## src/logic/rcw_cfg.svh

```systemverilog
// constants for the reset cause and wake delay block
// assumes a single 25 MHz core clock
`ifndef RCW_CFG_SVH
`define RCW_CFG_SVH

`define RCW_CLK_PERIOD_NS       40
`define RCW_CPU_START_DELAY_NS  2000
`define RCW_CPU_START_CYC       ((`RCW_CPU_START_DELAY_NS + `RCW_CLK_PERIOD_NS - 1) / `RCW_CLK_PERIOD_NS)
`define RCW_PLL_LOCK_NS         2000000
`define RCW_PLL_LOCK_CYC        ((`RCW_PLL_LOCK_NS + `RCW_CLK_PERIOD_NS - 1) / `RCW_CLK_PERIOD_NS)
`define RCW_FAST_RC_SETTLE_NS   1000000
`define RCW_FAST_RC_SETTLE_CYC  ((`RCW_FAST_RC_SETTLE_NS + `RCW_CLK_PERIOD_NS - 1) / `RCW_CLK_PERIOD_NS)
`define RCW_TMR_W               16

`define RCW_ADDR_RCC            8'h00
`define RCW_ADDR_WCTL           8'h01
`define RCW_ADDR_WSTAT          8'h02

`define RCW_BIT_INT_PRIO        7
`define RCW_BIT_SOFT_BROWNOUT   6
`define RCW_BIT_RESET_INSTR     4
`define RCW_BIT_WDT_EXPIRY      3
`define RCW_BIT_POWERDOWN       2
`define RCW_BIT_POWER_ON        1
`define RCW_BIT_BROWNOUT        0

`define RCW_BROWNOUT_MODE_OFF   2'h0
`define RCW_BROWNOUT_MODE_SW    2'h1
`define RCW_BROWNOUT_MODE_SLEEP 2'h2
`define RCW_BROWNOUT_MODE_HW    2'h3

`define RCW_OSC_SEL_1MHZ        3'h4

`endif

```

## src/logic/rcw_pkg.sv

```systemverilog
// types for the reset cause and wake delay block
// assumes rcw_cfg.svh supplies the timer width
`include "rcw_cfg.svh"
package rcw_pkg;

   typedef enum logic [1:0] {
      SRC_PRIMARY = 2'b00,
      SRC_SLOW    = 2'b01,
      SRC_FAST_RC = 2'b10,
      SRC_NONE    = 2'b11
   } rcw_src_before_t;

   typedef enum logic [2:0] {
      DST_XTAL     = 3'b000,
      DST_XTAL_PLL = 3'b001,
      DST_EXT_RC   = 3'b010,
      DST_SLOW_RC  = 3'b011,
      DST_FAST_RC  = 3'b100
   } rcw_src_after_t;

   typedef enum logic [3:0] {
      CAUSE_NONE        = 4'b0000,
      CAUSE_POWER_ON    = 4'b0001,
      CAUSE_PIN_RUN     = 4'b0010,
      CAUSE_PIN_PM      = 4'b0011,
      CAUSE_WDT         = 4'b0100,
      CAUSE_BROWNOUT    = 4'b0101,
      CAUSE_RESET_INSTR = 4'b0110,
      CAUSE_STACK_FULL  = 4'b0111,
      CAUSE_STACK_UNDER = 4'b1000
   } rcw_cause_t;

   typedef enum logic [1:0] {
      W_RUN  = 2'b00,
      W_HOLD = 2'b01,
      W_PLL  = 2'b10
   } rcw_wake_t;

   typedef struct packed {
      logic           int_priority_enable;
      logic           soft_brownout_enable;
      logic           reset_instr_flag;
      logic           watchdog_expiry_flag;
      logic           powerdown_flag;
      logic           power_on_flag;
      logic           brownout_flag;
      logic [2:0]     osc_sel;
      rcw_cause_t     cause;
      logic           brownout_on;
      rcw_wake_t      wst;
      rcw_src_after_t wake_dst;
      logic           exec_en;
      logic           primary_clock_ready;
      logic           fast_rc_stable_flag;
      logic           ost_pend;
      logic           pll_pend;
      logic           settle_pend;
      logic [7:0]     rdata;
   } rcw_top_st_t;

   typedef struct packed {
      logic [`RCW_TMR_W-1:0] cnt;
   } rcw_tmr_st_t;

   typedef struct packed {
      logic s1;
      logic s2;
      logic s3;
      logic lvl;
   } rcw_sync_st_t;

endpackage

```

## src/logic/rcw_sync.sv

```systemverilog
// three-stage synchroniser for a level from another clock domain
// assumes the level is slow compared with core_clk_i
`timescale 1ns/1ns
`include "rcw_cfg.svh"
module rcw_sync
   import rcw_pkg::*;
(
   input  wire logic core_clk_i,
   input  wire logic rst_i,
   input  wire logic async_i,
   output logic      level_o
);

   rcw_sync_st_t st_r;
   rcw_sync_st_t st_nxt;

   // output follows only once stages two and three agree
   always_comb begin
      st_nxt     = st_r;
      st_nxt.s1  = async_i;
      st_nxt.s2  = st_r.s1;
      st_nxt.s3  = st_r.s2;
      st_nxt.lvl = (st_r.s2 == st_r.s3) ? st_r.s3 : st_r.lvl;
   end

   always_ff @(posedge core_clk_i) begin
      if (rst_i) begin
         st_r <= '0;
      end else begin
         st_r <= st_nxt;
      end
   end

   assign level_o = st_r.lvl;

endmodule

```

## src/logic/rcw_wake_timer.sv

```systemverilog
// down counter that stays busy for a loaded number of cycles
// assumes start_i is a one-cycle pulse on core_clk_i
`timescale 1ns/1ns
`include "rcw_cfg.svh"
module rcw_wake_timer
   import rcw_pkg::*;
(
   input  wire logic                  core_clk_i,
   input  wire logic                  rst_i,
   input  wire logic                  start_i,
   input  wire logic [`RCW_TMR_W-1:0] load_i,
   output logic                       busy_o
);

   rcw_tmr_st_t st_r;
   rcw_tmr_st_t st_nxt;

   // a new start reloads even while counting
   always_comb begin
      st_nxt = st_r;
      if (start_i) begin
         st_nxt.cnt = load_i;
      end else if (st_r.cnt != '0) begin
         st_nxt.cnt = st_r.cnt - `RCW_TMR_W'(1);
      end
   end

   always_ff @(posedge core_clk_i) begin
      if (rst_i) begin
         st_r <= '0;
      end else begin
         st_r <= st_nxt;
      end
   end

   assign busy_o = (st_r.cnt != '0);

endmodule

```

## src/logic/rcw_reset_wake.sv

```systemverilog
// reset cause register and wake-up exit delay control
// assumes event inputs are one-cycle pulses on core_clk_i and
// ost_ready_i comes from the oscillator start-up timer domain
//
// Function
// - tell eight reset sources apart
// - low five bits flag reset events
// - hardware clears flags, software sets bits 4, 1 and 0; hardware sets bits 3 and 2
// - all flags readable together in one read
// - priority enable resets 0, software brown-out 1
// - software bit steers brown-out only in mode 01
// - cpu start delay on every wake
// - crystal waits start-up, pll adds lock time
// - fast oscillator settles while code runs
// - oscillator select resets to 1 MHz
// - slow source is the 31 kHz rc
// - power-on clears power-on flag and sets bits 3 and 2
// - brown-out or power-on clears brown-out flag while the detector is on
// - software brown-out bit reads 0 elsewhere
//
// The register addresses and strobed register access were chosen for this implementation.
`timescale 1ns/1ns
`include "rcw_cfg.svh"
module rcw_reset_wake
   import rcw_pkg::*;
#(
   parameter logic [`RCW_TMR_W-1:0] PLL_LOCK_CYC       = `RCW_TMR_W'(`RCW_PLL_LOCK_CYC),
   parameter logic [`RCW_TMR_W-1:0] FAST_RC_SETTLE_CYC = `RCW_TMR_W'(`RCW_FAST_RC_SETTLE_CYC)
)(
   input  wire logic                 core_clk_i,
   input  wire logic                 rst_i,
   input  wire logic [7:0]           addr_i,
   input  wire logic [7:0]           wdata_i,
   input  wire logic                 wr_i,
   input  wire logic                 rd_i,
   input  wire logic [1:0]           brownout_mode_cfg_i,
   input  wire logic                 in_sleep_i,
   input  wire logic                 power_on_evt_i,
   input  wire logic                 pin_run_evt_i,
   input  wire logic                 pin_pm_evt_i,
   input  wire logic                 wdt_reset_evt_i,
   input  wire logic                 wdt_wake_evt_i,
   input  wire logic                 brownout_evt_i,
   input  wire logic                 reset_instr_evt_i,
   input  wire logic                 stack_full_evt_i,
   input  wire logic                 stack_under_evt_i,
   input  wire logic                 sleep_instr_i,
   input  wire logic                 clrwdt_instr_i,
   input  wire logic                 wake_reset_i,
   input  wire logic [1:0]           src_before_i,
   input  wire logic [2:0]           src_after_i,
   input  wire logic                 ost_ready_i,
   output logic      [7:0]           rdata_o,
   output logic                      cpu_exec_en_o,
   output logic                      primary_clock_ready_o,
   output logic                      fast_rc_stable_flag_o,
   output logic                      brownout_enable_o,
   output logic                      int_priority_enable_o,
   output logic      [3:0]           reset_cause_o,
   output logic      [2:0]           osc_sel_o
);

   localparam rcw_top_st_t ST_RST = '{
      int_priority_enable:  1'b0,
      soft_brownout_enable: 1'b1,
      reset_instr_flag:     1'b1,
      watchdog_expiry_flag: 1'b1,
      powerdown_flag:       1'b1,
      power_on_flag:        1'b0,
      brownout_flag:        1'b0,
      osc_sel:              `RCW_OSC_SEL_1MHZ,
      cause:                CAUSE_POWER_ON,
      brownout_on:          1'b0,
      wst:                  W_RUN,
      wake_dst:             DST_XTAL,
      exec_en:              1'b1,
      primary_clock_ready:  1'b0,
      fast_rc_stable_flag:  1'b0,
      ost_pend:             1'b0,
      pll_pend:             1'b0,
      settle_pend:          1'b0,
      rdata:                8'h00
   };

   rcw_top_st_t st_r;
   rcw_top_st_t st_nxt;
   logic        csd_start;
   logic        pll_start;
   logic        settle_start;
   logic        csd_busy;
   logic        pll_busy;
   logic        settle_busy;
   logic        ost_ready_s;

   // primary sources: crystal, crystal with pll, external rc or clock
   function automatic logic is_primary(input logic [2:0] dst);
      is_primary = (dst == DST_XTAL) || (dst == DST_XTAL_PLL) || (dst == DST_EXT_RC);
   endfunction

   // start-up timer only when a crystal restarts from a stopped primary
   function automatic logic needs_ost(input logic [1:0] src, input logic [2:0] dst);
      needs_ost = (src != SRC_PRIMARY) && ((dst == DST_XTAL) || (dst == DST_XTAL_PLL));
   endfunction

   rcw_sync u_ost_sync (
      .core_clk_i (core_clk_i),
      .rst_i      (rst_i),
      .async_i    (ost_ready_i),
      .level_o    (ost_ready_s)
   );

   rcw_wake_timer u_csd_tmr (
      .core_clk_i (core_clk_i),
      .rst_i      (rst_i),
      .start_i    (csd_start),
      .load_i     (`RCW_TMR_W'(`RCW_CPU_START_CYC)),
      .busy_o     (csd_busy)
   );

   rcw_wake_timer u_pll_tmr (
      .core_clk_i (core_clk_i),
      .rst_i      (rst_i),
      .start_i    (pll_start),
      .load_i     (PLL_LOCK_CYC),
      .busy_o     (pll_busy)
   );

   rcw_wake_timer u_settle_tmr (
      .core_clk_i (core_clk_i),
      .rst_i      (rst_i),
      .start_i    (settle_start),
      .load_i     (FAST_RC_SETTLE_CYC),
      .busy_o     (settle_busy)
   );

   always_comb begin
      st_nxt       = st_r;
      csd_start    = 1'b0;
      pll_start    = 1'b0;
      settle_start = 1'b0;

      // software writes; flags may be set or cleared here
      if (wr_i && (addr_i == `RCW_ADDR_RCC)) begin
         st_nxt.int_priority_enable  = wdata_i[`RCW_BIT_INT_PRIO];
         st_nxt.soft_brownout_enable = wdata_i[`RCW_BIT_SOFT_BROWNOUT];
         st_nxt.reset_instr_flag     = wdata_i[`RCW_BIT_RESET_INSTR];
         st_nxt.power_on_flag        = wdata_i[`RCW_BIT_POWER_ON];
         st_nxt.brownout_flag        = wdata_i[`RCW_BIT_BROWNOUT];
      end
      if (wr_i && (addr_i == `RCW_ADDR_WCTL)) begin
         st_nxt.osc_sel = wdata_i[2:0];
      end

      // hardware events come after the write so they win
      if (power_on_evt_i) begin
         st_nxt.power_on_flag        = 1'b0;
         st_nxt.watchdog_expiry_flag = 1'b1;
         st_nxt.powerdown_flag       = 1'b1;
      end
      if ((power_on_evt_i || brownout_evt_i) && st_r.brownout_on) begin
         st_nxt.brownout_flag = 1'b0;
      end
      if (reset_instr_evt_i) begin
         st_nxt.reset_instr_flag = 1'b0;
      end
      if (clrwdt_instr_i) begin
         st_nxt.watchdog_expiry_flag = 1'b1;
         st_nxt.powerdown_flag       = 1'b1;
      end
      if (sleep_instr_i) begin
         st_nxt.watchdog_expiry_flag = 1'b1;
         st_nxt.powerdown_flag       = 1'b0;
      end
      if (wdt_reset_evt_i || wdt_wake_evt_i) begin
         st_nxt.watchdog_expiry_flag = 1'b0;
      end

      // latest reset cause, power-on highest
      if (power_on_evt_i) begin
         st_nxt.cause = CAUSE_POWER_ON;
      end else if (pin_run_evt_i) begin
         st_nxt.cause = CAUSE_PIN_RUN;
      end else if (pin_pm_evt_i) begin
         st_nxt.cause = CAUSE_PIN_PM;
      end else if (wdt_reset_evt_i) begin
         st_nxt.cause = CAUSE_WDT;
      end else if (brownout_evt_i && st_r.brownout_on) begin
         st_nxt.cause = CAUSE_BROWNOUT;
      end else if (reset_instr_evt_i) begin
         st_nxt.cause = CAUSE_RESET_INSTR;
      end else if (stack_full_evt_i) begin
         st_nxt.cause = CAUSE_STACK_FULL;
      end else if (stack_under_evt_i) begin
         st_nxt.cause = CAUSE_STACK_UNDER;
      end

      // brown-out detector enable per configuration
      unique case (brownout_mode_cfg_i)
         `RCW_BROWNOUT_MODE_OFF:   st_nxt.brownout_on = 1'b0;
         `RCW_BROWNOUT_MODE_SW:    st_nxt.brownout_on = st_r.soft_brownout_enable;
         `RCW_BROWNOUT_MODE_SLEEP: st_nxt.brownout_on = !in_sleep_i;
         `RCW_BROWNOUT_MODE_HW:    st_nxt.brownout_on = 1'b1;
      endcase

      // exit delay sequencing
      unique case (st_r.wst)
         W_RUN: begin
         end
         W_HOLD: begin
            if (st_r.ost_pend && ost_ready_s) begin
               st_nxt.ost_pend = 1'b0;
            end
            if (!csd_busy && !st_r.ost_pend) begin
               if (st_r.pll_pend) begin
                  pll_start  = 1'b1;
                  st_nxt.wst = W_PLL;
               end else begin
                  st_nxt.wst                 = W_RUN;
                  st_nxt.exec_en             = 1'b1;
                  st_nxt.primary_clock_ready = is_primary(st_r.wake_dst);
               end
            end
         end
         W_PLL: begin
            if (!pll_busy) begin
               st_nxt.wst                 = W_RUN;
               st_nxt.exec_en             = 1'b1;
               st_nxt.primary_clock_ready = 1'b1;
               st_nxt.pll_pend            = 1'b0;
            end
         end
         default: begin
            st_nxt.wst = W_RUN;
         end
      endcase

      // fast oscillator settles in parallel with execution
      if (st_r.settle_pend && !settle_busy) begin
         st_nxt.fast_rc_stable_flag = 1'b1;
         st_nxt.settle_pend         = 1'b0;
      end

      // a reset wake restarts the whole exit delay
      if (wake_reset_i) begin
         csd_start                  = 1'b1;
         st_nxt.wst                 = W_HOLD;
         st_nxt.exec_en             = 1'b0;
         st_nxt.wake_dst            = rcw_src_after_t'(src_after_i);
         st_nxt.ost_pend            = needs_ost(src_before_i, src_after_i);
         st_nxt.pll_pend            = needs_ost(src_before_i, src_after_i) &&
                                      (src_after_i == DST_XTAL_PLL);
         st_nxt.primary_clock_ready = (src_before_i == SRC_PRIMARY) && is_primary(src_after_i);
         // the fast oscillator settles unless it was already the source before the wake
         if (src_after_i == DST_FAST_RC) begin
            if (src_before_i == SRC_FAST_RC) begin
               st_nxt.fast_rc_stable_flag = 1'b1;
               st_nxt.settle_pend         = 1'b0;
            end else begin
               st_nxt.fast_rc_stable_flag = 1'b0;
               st_nxt.settle_pend         = 1'b1;
               settle_start               = 1'b1;
            end
         end else begin
            st_nxt.fast_rc_stable_flag = 1'b0;
            st_nxt.settle_pend         = 1'b0;
         end
      end

      // read data stands only in the cycle after the strobe
      st_nxt.rdata = 8'h00;
      if (rd_i) begin
         case (addr_i)
            `RCW_ADDR_RCC: begin
               st_nxt.rdata = {st_r.int_priority_enable,
                               st_r.soft_brownout_enable &&
                               (brownout_mode_cfg_i == `RCW_BROWNOUT_MODE_SW),
                               1'b0,
                               st_r.reset_instr_flag,
                               st_r.watchdog_expiry_flag,
                               st_r.powerdown_flag,
                               st_r.power_on_flag,
                               st_r.brownout_flag};
            end
            `RCW_ADDR_WCTL: begin
               st_nxt.rdata = {5'h00, st_r.osc_sel};
            end
            `RCW_ADDR_WSTAT: begin
               st_nxt.rdata = {st_r.cause, st_r.settle_pend, st_r.fast_rc_stable_flag,
                               st_r.primary_clock_ready, st_r.exec_en};
            end
            default: begin
               st_nxt.rdata = 8'h00;
            end
         endcase
      end
   end

   always_ff @(posedge core_clk_i) begin
      if (rst_i) begin
         st_r <= ST_RST;
      end else begin
         st_r <= st_nxt;
      end
   end

   assign rdata_o               = st_r.rdata;
   assign cpu_exec_en_o         = st_r.exec_en;
   assign primary_clock_ready_o = st_r.primary_clock_ready;
   assign fast_rc_stable_flag_o = st_r.fast_rc_stable_flag;
   assign brownout_enable_o     = st_r.brownout_on;
   assign int_priority_enable_o = st_r.int_priority_enable;
   assign reset_cause_o         = st_r.cause;
   assign osc_sel_o             = st_r.osc_sel;

   localparam int CSD_LAST = `RCW_CPU_START_CYC + 1;
endmodule

```

## config.mk

```make
export PLATFORM = sky130hd
export DESIGN_NAME = rcw_reset_wake
export DESIGN_NICKNAME = d
export VERILOG_FILES = /design/src/logic/rcw_pkg.sv /design/src/logic/rcw_sync.sv /design/src/logic/rcw_wake_timer.sv /design/src/logic/rcw_reset_wake.sv
export VERILOG_INCLUDE_DIRS = /design/src /design/src/logic
export SDC_FILE = /design/constraint.sdc
export NUM_CORES = 1
export LEC_CHECK = 0
export BUFFER_PORTS_ARGS = -buffer_cell sky130_fd_sc_hd__buf_2
export CORE_UTILIZATION = 57
export DETAILED_ROUTE_END_ITERATION = 10
export PLACE_DENSITY = 0.77
export SETUP_SLACK_MARGIN = 0.3
export SLEW_MARGIN = 20
export SYNTH_ARGS = -nofsm -noshare
export SYNTH_HDL_FRONTEND = slang
export SYNTH_HIERARCHICAL = 1
export SYNTH_SLANG_ARGS = --single-unit
```

## constraint.sdc

```tcl
create_clock -name core_clk_i -period 2.6 [get_ports core_clk_i]
set_clock_uncertainty 0.05 [all_clocks]
set_input_delay 0.52 -clock core_clk_i [delete_from_list [all_inputs] [get_ports core_clk_i]]
set_output_delay 0.52 -clock core_clk_i [all_outputs]
set_load 0.1 [all_outputs]
```

* Word-level counts from Yosys, hierarchy flattened
Cells that the tools add are included.
** Word-level totals
- Bits in registers :: 86
- Input bits :: 41
- Word-level logic and storage cells :: 162
- Output and inout bits :: 20
** Operators by class
- Bitwise logic cells :: 2
- Reductions and logical operators :: 58
- Mux-type cells :: 46
- Add/sub/neg operators :: 3
- Equal/unequal tests :: 21
** Operators by type and width (count)
- 16-bit nonzero test :: 3
- 16-bit by 1-bit subtractor with 16-bit output (second input constant) :: 3
- 16-bit two-way mux :: 2
- 15-bit two-way mux :: 2
- 8-bit one-hot mux with 3 select lines :: 1
- 2-bit two-way mux :: 11
- 1-bit two-way mux :: 18
- 3-bit two-way mux :: 6
- 2-bit nonzero test :: 9
- 2-bit OR reduction :: 7
- 6-bit two-way mux :: 2
- 1-bit logical AND :: 11
- 10-bit two-way mux :: 1
- 3-bit != test (second input constant) :: 3
- 2-bit == test (second input constant) :: 4
- 8-bit by 1-bit == test with 1-bit output (second input constant) :: 1
- 8-bit by 2-bit == test with 1-bit output (second input constant) :: 1
- 8-bit logical NOT :: 1
- 2-bit != test (second input constant) :: 4
- 8-bit OR reduction :: 1
- 7-bit nonzero test :: 1
- 3-bit by 1-bit == test with 1-bit output (second input constant) :: 2
- 3-bit by 2-bit == test with 1-bit output (second input constant) :: 2
- 2-bit logical NOT :: 3
- 17 further kinds :: 31

* Depth between registers and ports, before layout
Gate-level depths: netlist of the first run.
- Depth after elaboration :: 7
- Mapped depth :: 10
- Gate-level depth less buffers :: 10

* Modules after synthesis
The synthesis of the first run kept the hierarchy.
** Modules (own cells, without submodules)
- rcw_wake_timer at u_pll_tmr ... :: seq. area each 320.3 µm², cells an instance 104, area each 878.3 µm², instances 2
- rcw_reset_wake :: seq. area each 680.7 µm², cells an instance 182, area each 1570.3 µm², instances 1
- rcw_wake_timer at u_csd_tmr :: seq. area each 320.3 µm², cells an instance 110, area each 970.9 µm², instances 1
- rcw_sync :: seq. area each 80.1 µm², cells an instance 10, area each 112.6 µm², instances 1

* Worst setup path after synthesis of the first run
No wires, ideal clock.
- Kind :: register to register
- From :: register u_csd_tmr/st_r[2] (netlist name)
- To :: register u_pll_tmr/st_r[0] (netlist name)
- Setup slack :: 291 ps
- Required time :: 2430 ps
- Cell stages (with the launch flop) :: 7
- Library setup time :: 120 ps
- Data arrival time :: 2139 ps
- Clock period less this slack :: 2309 ps
- Buffers on the path :: 1
- Path through :: dfxtp_1 -> nor4_4 -> nand4_2 -> nor4b_1 -> buf_2 -> nor3_1 -> a211o_2
** On the way
- Longest elaborated chain between the ends :: 6
** Ends and longest elaborated chain
- start: declaration :: line rcw_wake_timer.sv:15 : rcw_tmr_st_t st_r;
- start signal: assignment :: line rcw_wake_timer.sv:32 : st_r <= st_nxt;
- 16-bit nonzero test :: line rcw_wake_timer.sv:36 : assign busy_o = (st_r.cnt != '0);
- named net csd_busy :: line rcw_reset_wake.sv:90 : logic csd_busy;
- 1-bit logical NOT :: line rcw_reset_wake.sv:213 : if (!csd_busy && !st_r.ost_pend) begin
- 1-bit logical AND :: line rcw_reset_wake.sv:213
- 1-bit two-way mux :: line rcw_reset_wake.sv:213
- 1-bit two-way mux :: line rcw_reset_wake.sv:206 : unique case (st_r.wst)
- named net pll_start :: line rcw_reset_wake.sv:88 : logic pll_start;
- 2-bit OR reduction (no line)
- end signal: assignment :: line rcw_wake_timer.sv:32
- end: declaration :: line rcw_wake_timer.sv:15
The timed path passes the listed nets, and every way through them passes these cells.
A chain may end at the register's enable or synchronous reset.

* Worst setup path after layout of the first run
- From :: register u_pll_tmr/st_r[0] (netlist name)
- To :: register st_r, in the netlist primary_clock_ready_o
** On the way
- Longest elaborated chain between the ends :: 3
** Ends and longest elaborated chain
- 16-bit nonzero test :: line rcw_wake_timer.sv:36
- named net pll_busy :: line rcw_reset_wake.sv:91 : logic pll_busy;
- 3-bit != test (no line)
- 4-bit AND reduction (no line)
- end signal: assignment :: line rcw_reset_wake.sv:302 : st_r <= st_nxt;
- end: declaration :: line rcw_reset_wake.sv:85 : rcw_top_st_t st_r;
The timed path passes the listed nets, and every way through them passes these cells.

==> impl_results.md, run 1 <==
- Status: finished, final reports clean
- Crit share post-route: 83.3%
- Worst Path Required: 2820 ps
- Vias in the first global route: 3447
- MaxCap Viol Count: 0
- Crit. End Element: flop
- Seq/Total Area, Yosys: 39.0%
- Number of top-level pins: 61
- Setup CP Type: reg -> reg
- Yosys cell types: 57
- Clk_lat worst skew: 350 ps
- Starting density of the core: 59.8%
- Core ar.: 7370 µm²
- Reg-to-Reg Start: u_pll_tmr/st_r[0]
- Die Footprint: 8090 µm²
- Root Buffer: clkbuf_8
- Row cnt: 31
- Gate Count Post-Synth: 510
- Max Transition Viols Final: 0
- Final hold viol count: 0
- Power Density: 829 nW/µm²
- Final Critical Period: 2160 ps
- # fillers: 610
- Buffers on Ports: 58
- Yosys Warn Count: 6
- Width of the die: 90.0 µm
- CTS Sinks: 86
- Post-synth EDFFs: 0
- Slew HR: 54.6%
- Total GRT Usage: 22.6%
- Via count: 3599
- DRT Wirelength: 8760 µm
- Fmax: 462 MHz
- Most frequent cells in the layout: dfxtp_1 (86), nand2_1 (63), buf_2 (58)
- TritonCTS clock tree: yes
- Global-route wire length before repair: 15000 µm
- Power, Total: 4.25 mW
- Final Setup Violations: 0
- Residual DRC: 0
- Mapped Area: 4410 µm²
- Clock slew at reported path FFs: 90 ps
- Number of vias per cell: 5.06
- GRT overflow: 0
- Post-route ant nets: 0
- Max Buffers Root-to-Sink: 2
- Final nets: 651
- Worst Hold Class: in -> reg
- R2r endpoint: primary_clock_ready_o
- Pleak: 2.11 nW
- Worst reg2reg setup slack: 440 ps
- Worst VDD drop: 309 µV
- Initial antenna violation count: 0
- H-tree Lvls: 3
- Post-synthesis async set-or-reset flop share: 0%
- Data arrival, critical path: 2380 ps
- Final Wtd Congestion: 0.809
- End of the critical path: primary_clock_ready_o
- Drt initial violations: 155
- Synthesized flop and latch total: 86
- Total CTS buffers: 9
- Detailed-router iteration count before antenna repair: 4
- Post-DR wirelength/cell: 12.3 µm
- P&R area growth vs syn: 16.2%
- Synth Flop Type: dfxtp_1
- Critical Path Fanout Max: 5
- Die span in y: 90.0 µm
- Total Negative Setup Slacks: 0 ps
- Largest net degree at the start of global routing: 41
- Hold Startpoint: wdt_wake_evt_i
- Hold_buf cts: 0
- N_diodes: 0
- Syn_area_per_cell: 8.65 µm²
- CP Launch Type: flop
- Crit path launch: u_pll_tmr/st_r[0]
- Commonest non-fill, non-tap cell in the layout: dfxtp_1
- Fraction of layout instances using a drive strength above 1: 23.2%
- Dpl hpwl: 6190 µm
- Cells on worst reg2reg path: 10
- RSZ-0062 raised after global routing: yes
- Slew @ Worst Pin: 681 ps
==> report_power, final <==
| part | switching, mW | internal (mW) | total, mW | leakage (nW) |
|---|---|---|---|---|
| clock | 0.485 | 0.376 | 0.862 | 0.0849 |
| sequential | 0.238 | 1.53 | 1.77 | 0.706 |
| combinational | 0.836 | 0.781 | 1.62 | 1.32 |
| total | 1.56 | 2.69 | 4.25 | 2.11 |
==> cells by family after synthesis <==
| logic type | count (synthesis) | share of synthesized area, % |
|---|---|---|
| flip-flops | 86 | 39.0 |
| AO/OA/AOI/OAI | 85 | 11.9 |
| buffers and inverters | 48 | 6.58 |
| XOR/XNOR | 41 | 8.14 |
| multiplexers | 14 | 3.21 |
| AND/OR/NAND/NOR | 231 | 30.2 |
| other | 2 | 0.170 |
| adder cells (fa/ha/maj) | 3 | 0.851 |
==> worst min path at each step <==
stage,end,slack [ps],depth (start not counted)
floorplan,u_ost_sync/st_nxt[1],360,1
finish,st_r[30],280,2
detailed placement,u_ost_sync/st_nxt[1],380,1
global route,st_r[30],270,2
CTS,st_r[30],270,2
global placement,u_ost_sync/st_nxt[1],370,1
==> metal layers <==
layer  global-route usage, %  share of wire, %
met4                    8.60               1.4
met1                    29.3                47
met3                    4.82               4.0
met5                       0                 0
met2                    37.0                48
==> registers in the layout, summed over array words and instances (netlist names), 2 cells and up <==
| register | flops |
|---|---|
| osc_sel_o | 3 |
| rdata_o | 8 |
| reset_cause_o | 4 |
| st_r | 14 |
| u_csd_tmr/st_r | 16 |
| u_ost_sync/st_nxt | 2 |
| u_pll_tmr/st_r | 16 |
| u_settle_tmr/st_r | 16 |
==> layout make-up <==
type	count	area, µm²	share of cell area, %
inverter	16	60.1	1.17
clock inverter	6	45.0	0.879
clock buffer	10	138	2.68
sequential	86	1720	33.6
tap	99	124	2.42
timing repair buffer	72	408	7.96
multi-input combinational	422	2630	51.3
==> through the flow <==
stage               setup WS [ps]  util, %  hold WS (ps)  instances  instance area, µm²
floorplan                     411        -           364        556                4590
global placement              284     65.9           372        690                4850
detailed placement            219     65.9           380        690                4850
CTS                           289     68.7           271        707                5060
global route                  281     69.6           270        711                5130
finish                        435     69.6           285        711                5130
==> critical path, cell delays in order (launching register included) <==
cell     delay, ps
dfxtp_1        350
inv_2           80
ha_2           200
nor2b_4        180
nand4_4        130
nor3_4         280
inv_2          100
nor3b_2        220
nor2_1          60
mux2_2         250
o31ai_1        170
==> timing repair <==
action / 4_1_cts / 5_1_grt
cloned: 0 / 0
setup buffers: 1 / 4
setup endpoints to repair: 8 / 16
pin swaps: 1 / 5
gates resized for setup: 3 / 8
==> synth_stat cells, types with 3 or more instances <==
library cell   n  area share (%)
and3_1         3            0.43
or3_2          8             1.4
nor2b_1       16             2.3
nand2_1       63             5.4
buf_2          3            0.34
or3_1          4            0.57
nand3b_1       7             1.2
dfxtp_1       86              39
xor2_1        19             3.8
nor4_4         3             1.4
nand3_1        3            0.34
and2_1         3            0.43
nor4_1         7            0.99
o31ai_1        3            0.51
nor3_4         5             1.8
nand4_1        9             1.3
a21oi_1       21             2.4
a31oi_1        4            0.57
o21ai_0       32             3.6
nor2_1        51             4.3
buf_4         17             2.9
ha_1           3            0.85
nand2b_1       3            0.43
nor3b_1        9             1.5
nor3_1        22             2.5
mux2i_1       13             3.0
o21ai_2       10             2.0
inv_1         14             1.2
clkbuf_1       6            0.51
xnor2_1       22             4.4
No activity file was read; power rests on OpenSTA's default activity.
==> run 2, diff against run 1 <==
- clock period: 2.6 -> 2.1 ns (I/O delays scaled with it)
==> run 2 against run 1 <==
Via count rose by 4.5%. Global-route usage rose by 1.9 points. First-iteration DRC count fell by 28%. Clock power rose by 47%. Largest cell class unchanged. Critical path type unchanged. Routed wire length rose by 9.9%. Die area did not move. Count of clock-buffer cells in the layout rose by 1.
==> impl_results.md, run 2 (same netlist as run 1, synthesis figures left out) <==
- Hold_buf cts: 0
- Largest net degree at the start of global routing: 25
- Setup slack after placement: 25.0 ps
- Smallest hold slack: 197 ps
- Slew @ Worst Pin: 722 ps
- Buffers on Ports: 58
- Finished Layout Cells: 742
- Setup CP Type: reg -> reg
- Pleak: 2.31 nW
- Worst Hold Class: in -> reg
- Final Wtd Congestion: 0.838
- Via count: 3762
- N_diodes: 0
- RSZ-0062 raised after global routing: yes
- CP max stage cell: nor4b_4
- Power, Total: 5.85 mW
- Post-DR wirelength/cell: 13.0 µm
- Global-route wire length before repair: 16400 µm
- Final Setup Violations: 0
- Post-route ant nets: 0
- Clock slew at reported path FFs: 90 ps
- Die span in y: 90.0 µm
- Area of the multi-input gates: 2770 µm²
- Area post-placement: 5010 µm²
- Largest regs: u_csd_tmr/st_r x16, u_pll_tmr/st_r x16, u_settle_tmr/st_r x16
- GRT overflow: 0
- Power Density: 1050 nW/µm²
- Crit. End Element: flop
- Final Critical Period: 2000 ps
- Critical Path Fanout Max: 5
- Fin worst setup slack: 95.4 ps
- Residual DRC: 0
- Max Transition Viols Final: 0
- TritonCTS clock tree: yes
- Worst VDD drop: 689 µV
- CTS Sinks: 86
- Final nets: 682
- Detailed-router iteration count before antenna repair: 4
- Core ar.: 7370 µm²
- Placed Cells: 703
- Status: finished, final reports clean
- Dpl hpwl: 6620 µm
- Total Negative Setup Slacks: 0 ps
- Total CTS buffers: 9
- Core Util, Final: 75.3%
- Max Buffers Root-to-Sink: 2
- H-tree Lvls: 3
- Final Instance Area: 5550 µm²
- Starting density of the core: 59.8%
- Vias in the first global route: 3711
- Most used cell, CP: buf_4
- Initial antenna violation count: 0
- Worst path buffer plus inverter count: 2
- Root Buffer: clkbuf_8
- P&R area growth vs syn: 25.8%
- # fillers: 551
- Total GRT Usage: 24.5%
- Fraction of layout instances using a drive strength above 1: 31.3%
- Slew HR: 51.7%
- Die Footprint: 8090 µm²
- Data arrival, critical path: 2200 ps
- Drt initial violations: 112
- Final hold viol count: 0
- Number of vias per cell: 5.07
- Commonest non-fill, non-tap cell in the layout: dfxtp_1
- CP Launch Type: flop
- CP cell instances: nor4_4, buf_4, nand4_4, nor4b_4, buf_4, nor3_2, a211o_2
- MaxCap Viol Count: 0
- DRT Wirelength: 9620 µm
- Fmax: 499 MHz
- Width of the die: 90.0 µm
- Number of top-level pins: 61
- Slowest stage delay, CP: 390 ps
- Crit share post-route: 95.5%
- Clk_lat worst skew: 360 ps
- Most frequent cells in the layout: dfxtp_1 (70), nand2_1 (62), buf_2 (58)
- CP top delay family: simple AND/OR/NAND/NOR gates
- Register area: 1740 µm²
- Row cnt: 31
- Worst Path Required: 2300 ps
run 2: cell types whose count changed in the layout (fill, tap and decap cells not counted), moves of 3 or more:
cell     change
ha_4         +3
dfxtp_1     -16
nor3_1       -3
or3_2        -3
inv_1        -5
inv_2        +5
nor2b_1      -3
buf_4       +30
o21ai_1      +4
or3_4        +3
o21ai_0      -4
nor3_2       +3
dfxtp_2     +15
run 2: cell type report:
type                            instances  share of cell area (%)
Multi-Input combinational cell        423                    50.0
Sequential cell                        86                    31.4
Timing Repair Buffer                  102                    11.4
Clock buffer                           11                    2.37
Tap cell                               99                    2.23
Clock inverter                          5                    1.47
Inverter                               16                    1.08
run 2: where the power goes:
part	switching, mW	internal [mW]
Combinational	1.15	1.20
Sequential	0.311	1.91
Clock	0.598	0.674
run 2: per-layer routing:
| metal | track usage [%] | routed length [µm] | up-vias |
|---|---|---|---|
| met4 | 8.06 | 125 | 0 |
| met1 | 29.1 | 4220 | 1745 |
| met2 | 44.1 | 4970 | 59 |
| met3 | 4.99 | 305 | 13 |
| li1 | - | - | 1945 |
| met5 | 0 | 0 | - |
run 2: path summary, 6_finish.rpt:
check	from	endpoint	slack, ps	cells past startpoint
worst min-delay path	wdt_wake_evt_i	st_r[30]	200	2
worst max register to register	u_csd_tmr/st_r[14]	u_pll_tmr/st_r[0]	100	7
worst min register to register	u_ost_sync/st_nxt[2]	u_ost_sync/st_nxt[1]	410	1
worst max-delay path	u_csd_tmr/st_r[14]	u_pll_tmr/st_r[0]	100	7
run 2: what timing repair did:
item | CTS | global route
resized for setup | 23 | 20
cloned | 0 | 1
setup endpoints to repair | 39 | 48
pin swaps | 13 | 10
buffers inserted | 17 | 5
endpoints found under the hold margin | 0 | 0
run 2: worst register-to-register path, delay by kind of cell (launching register included):
family,cells,cell delay (ps)
AND/OR/NAND/NOR,4,830
flip-flops,1,350
AO/OA/AOI/OAI,1,300
buffers and inverters,2,380
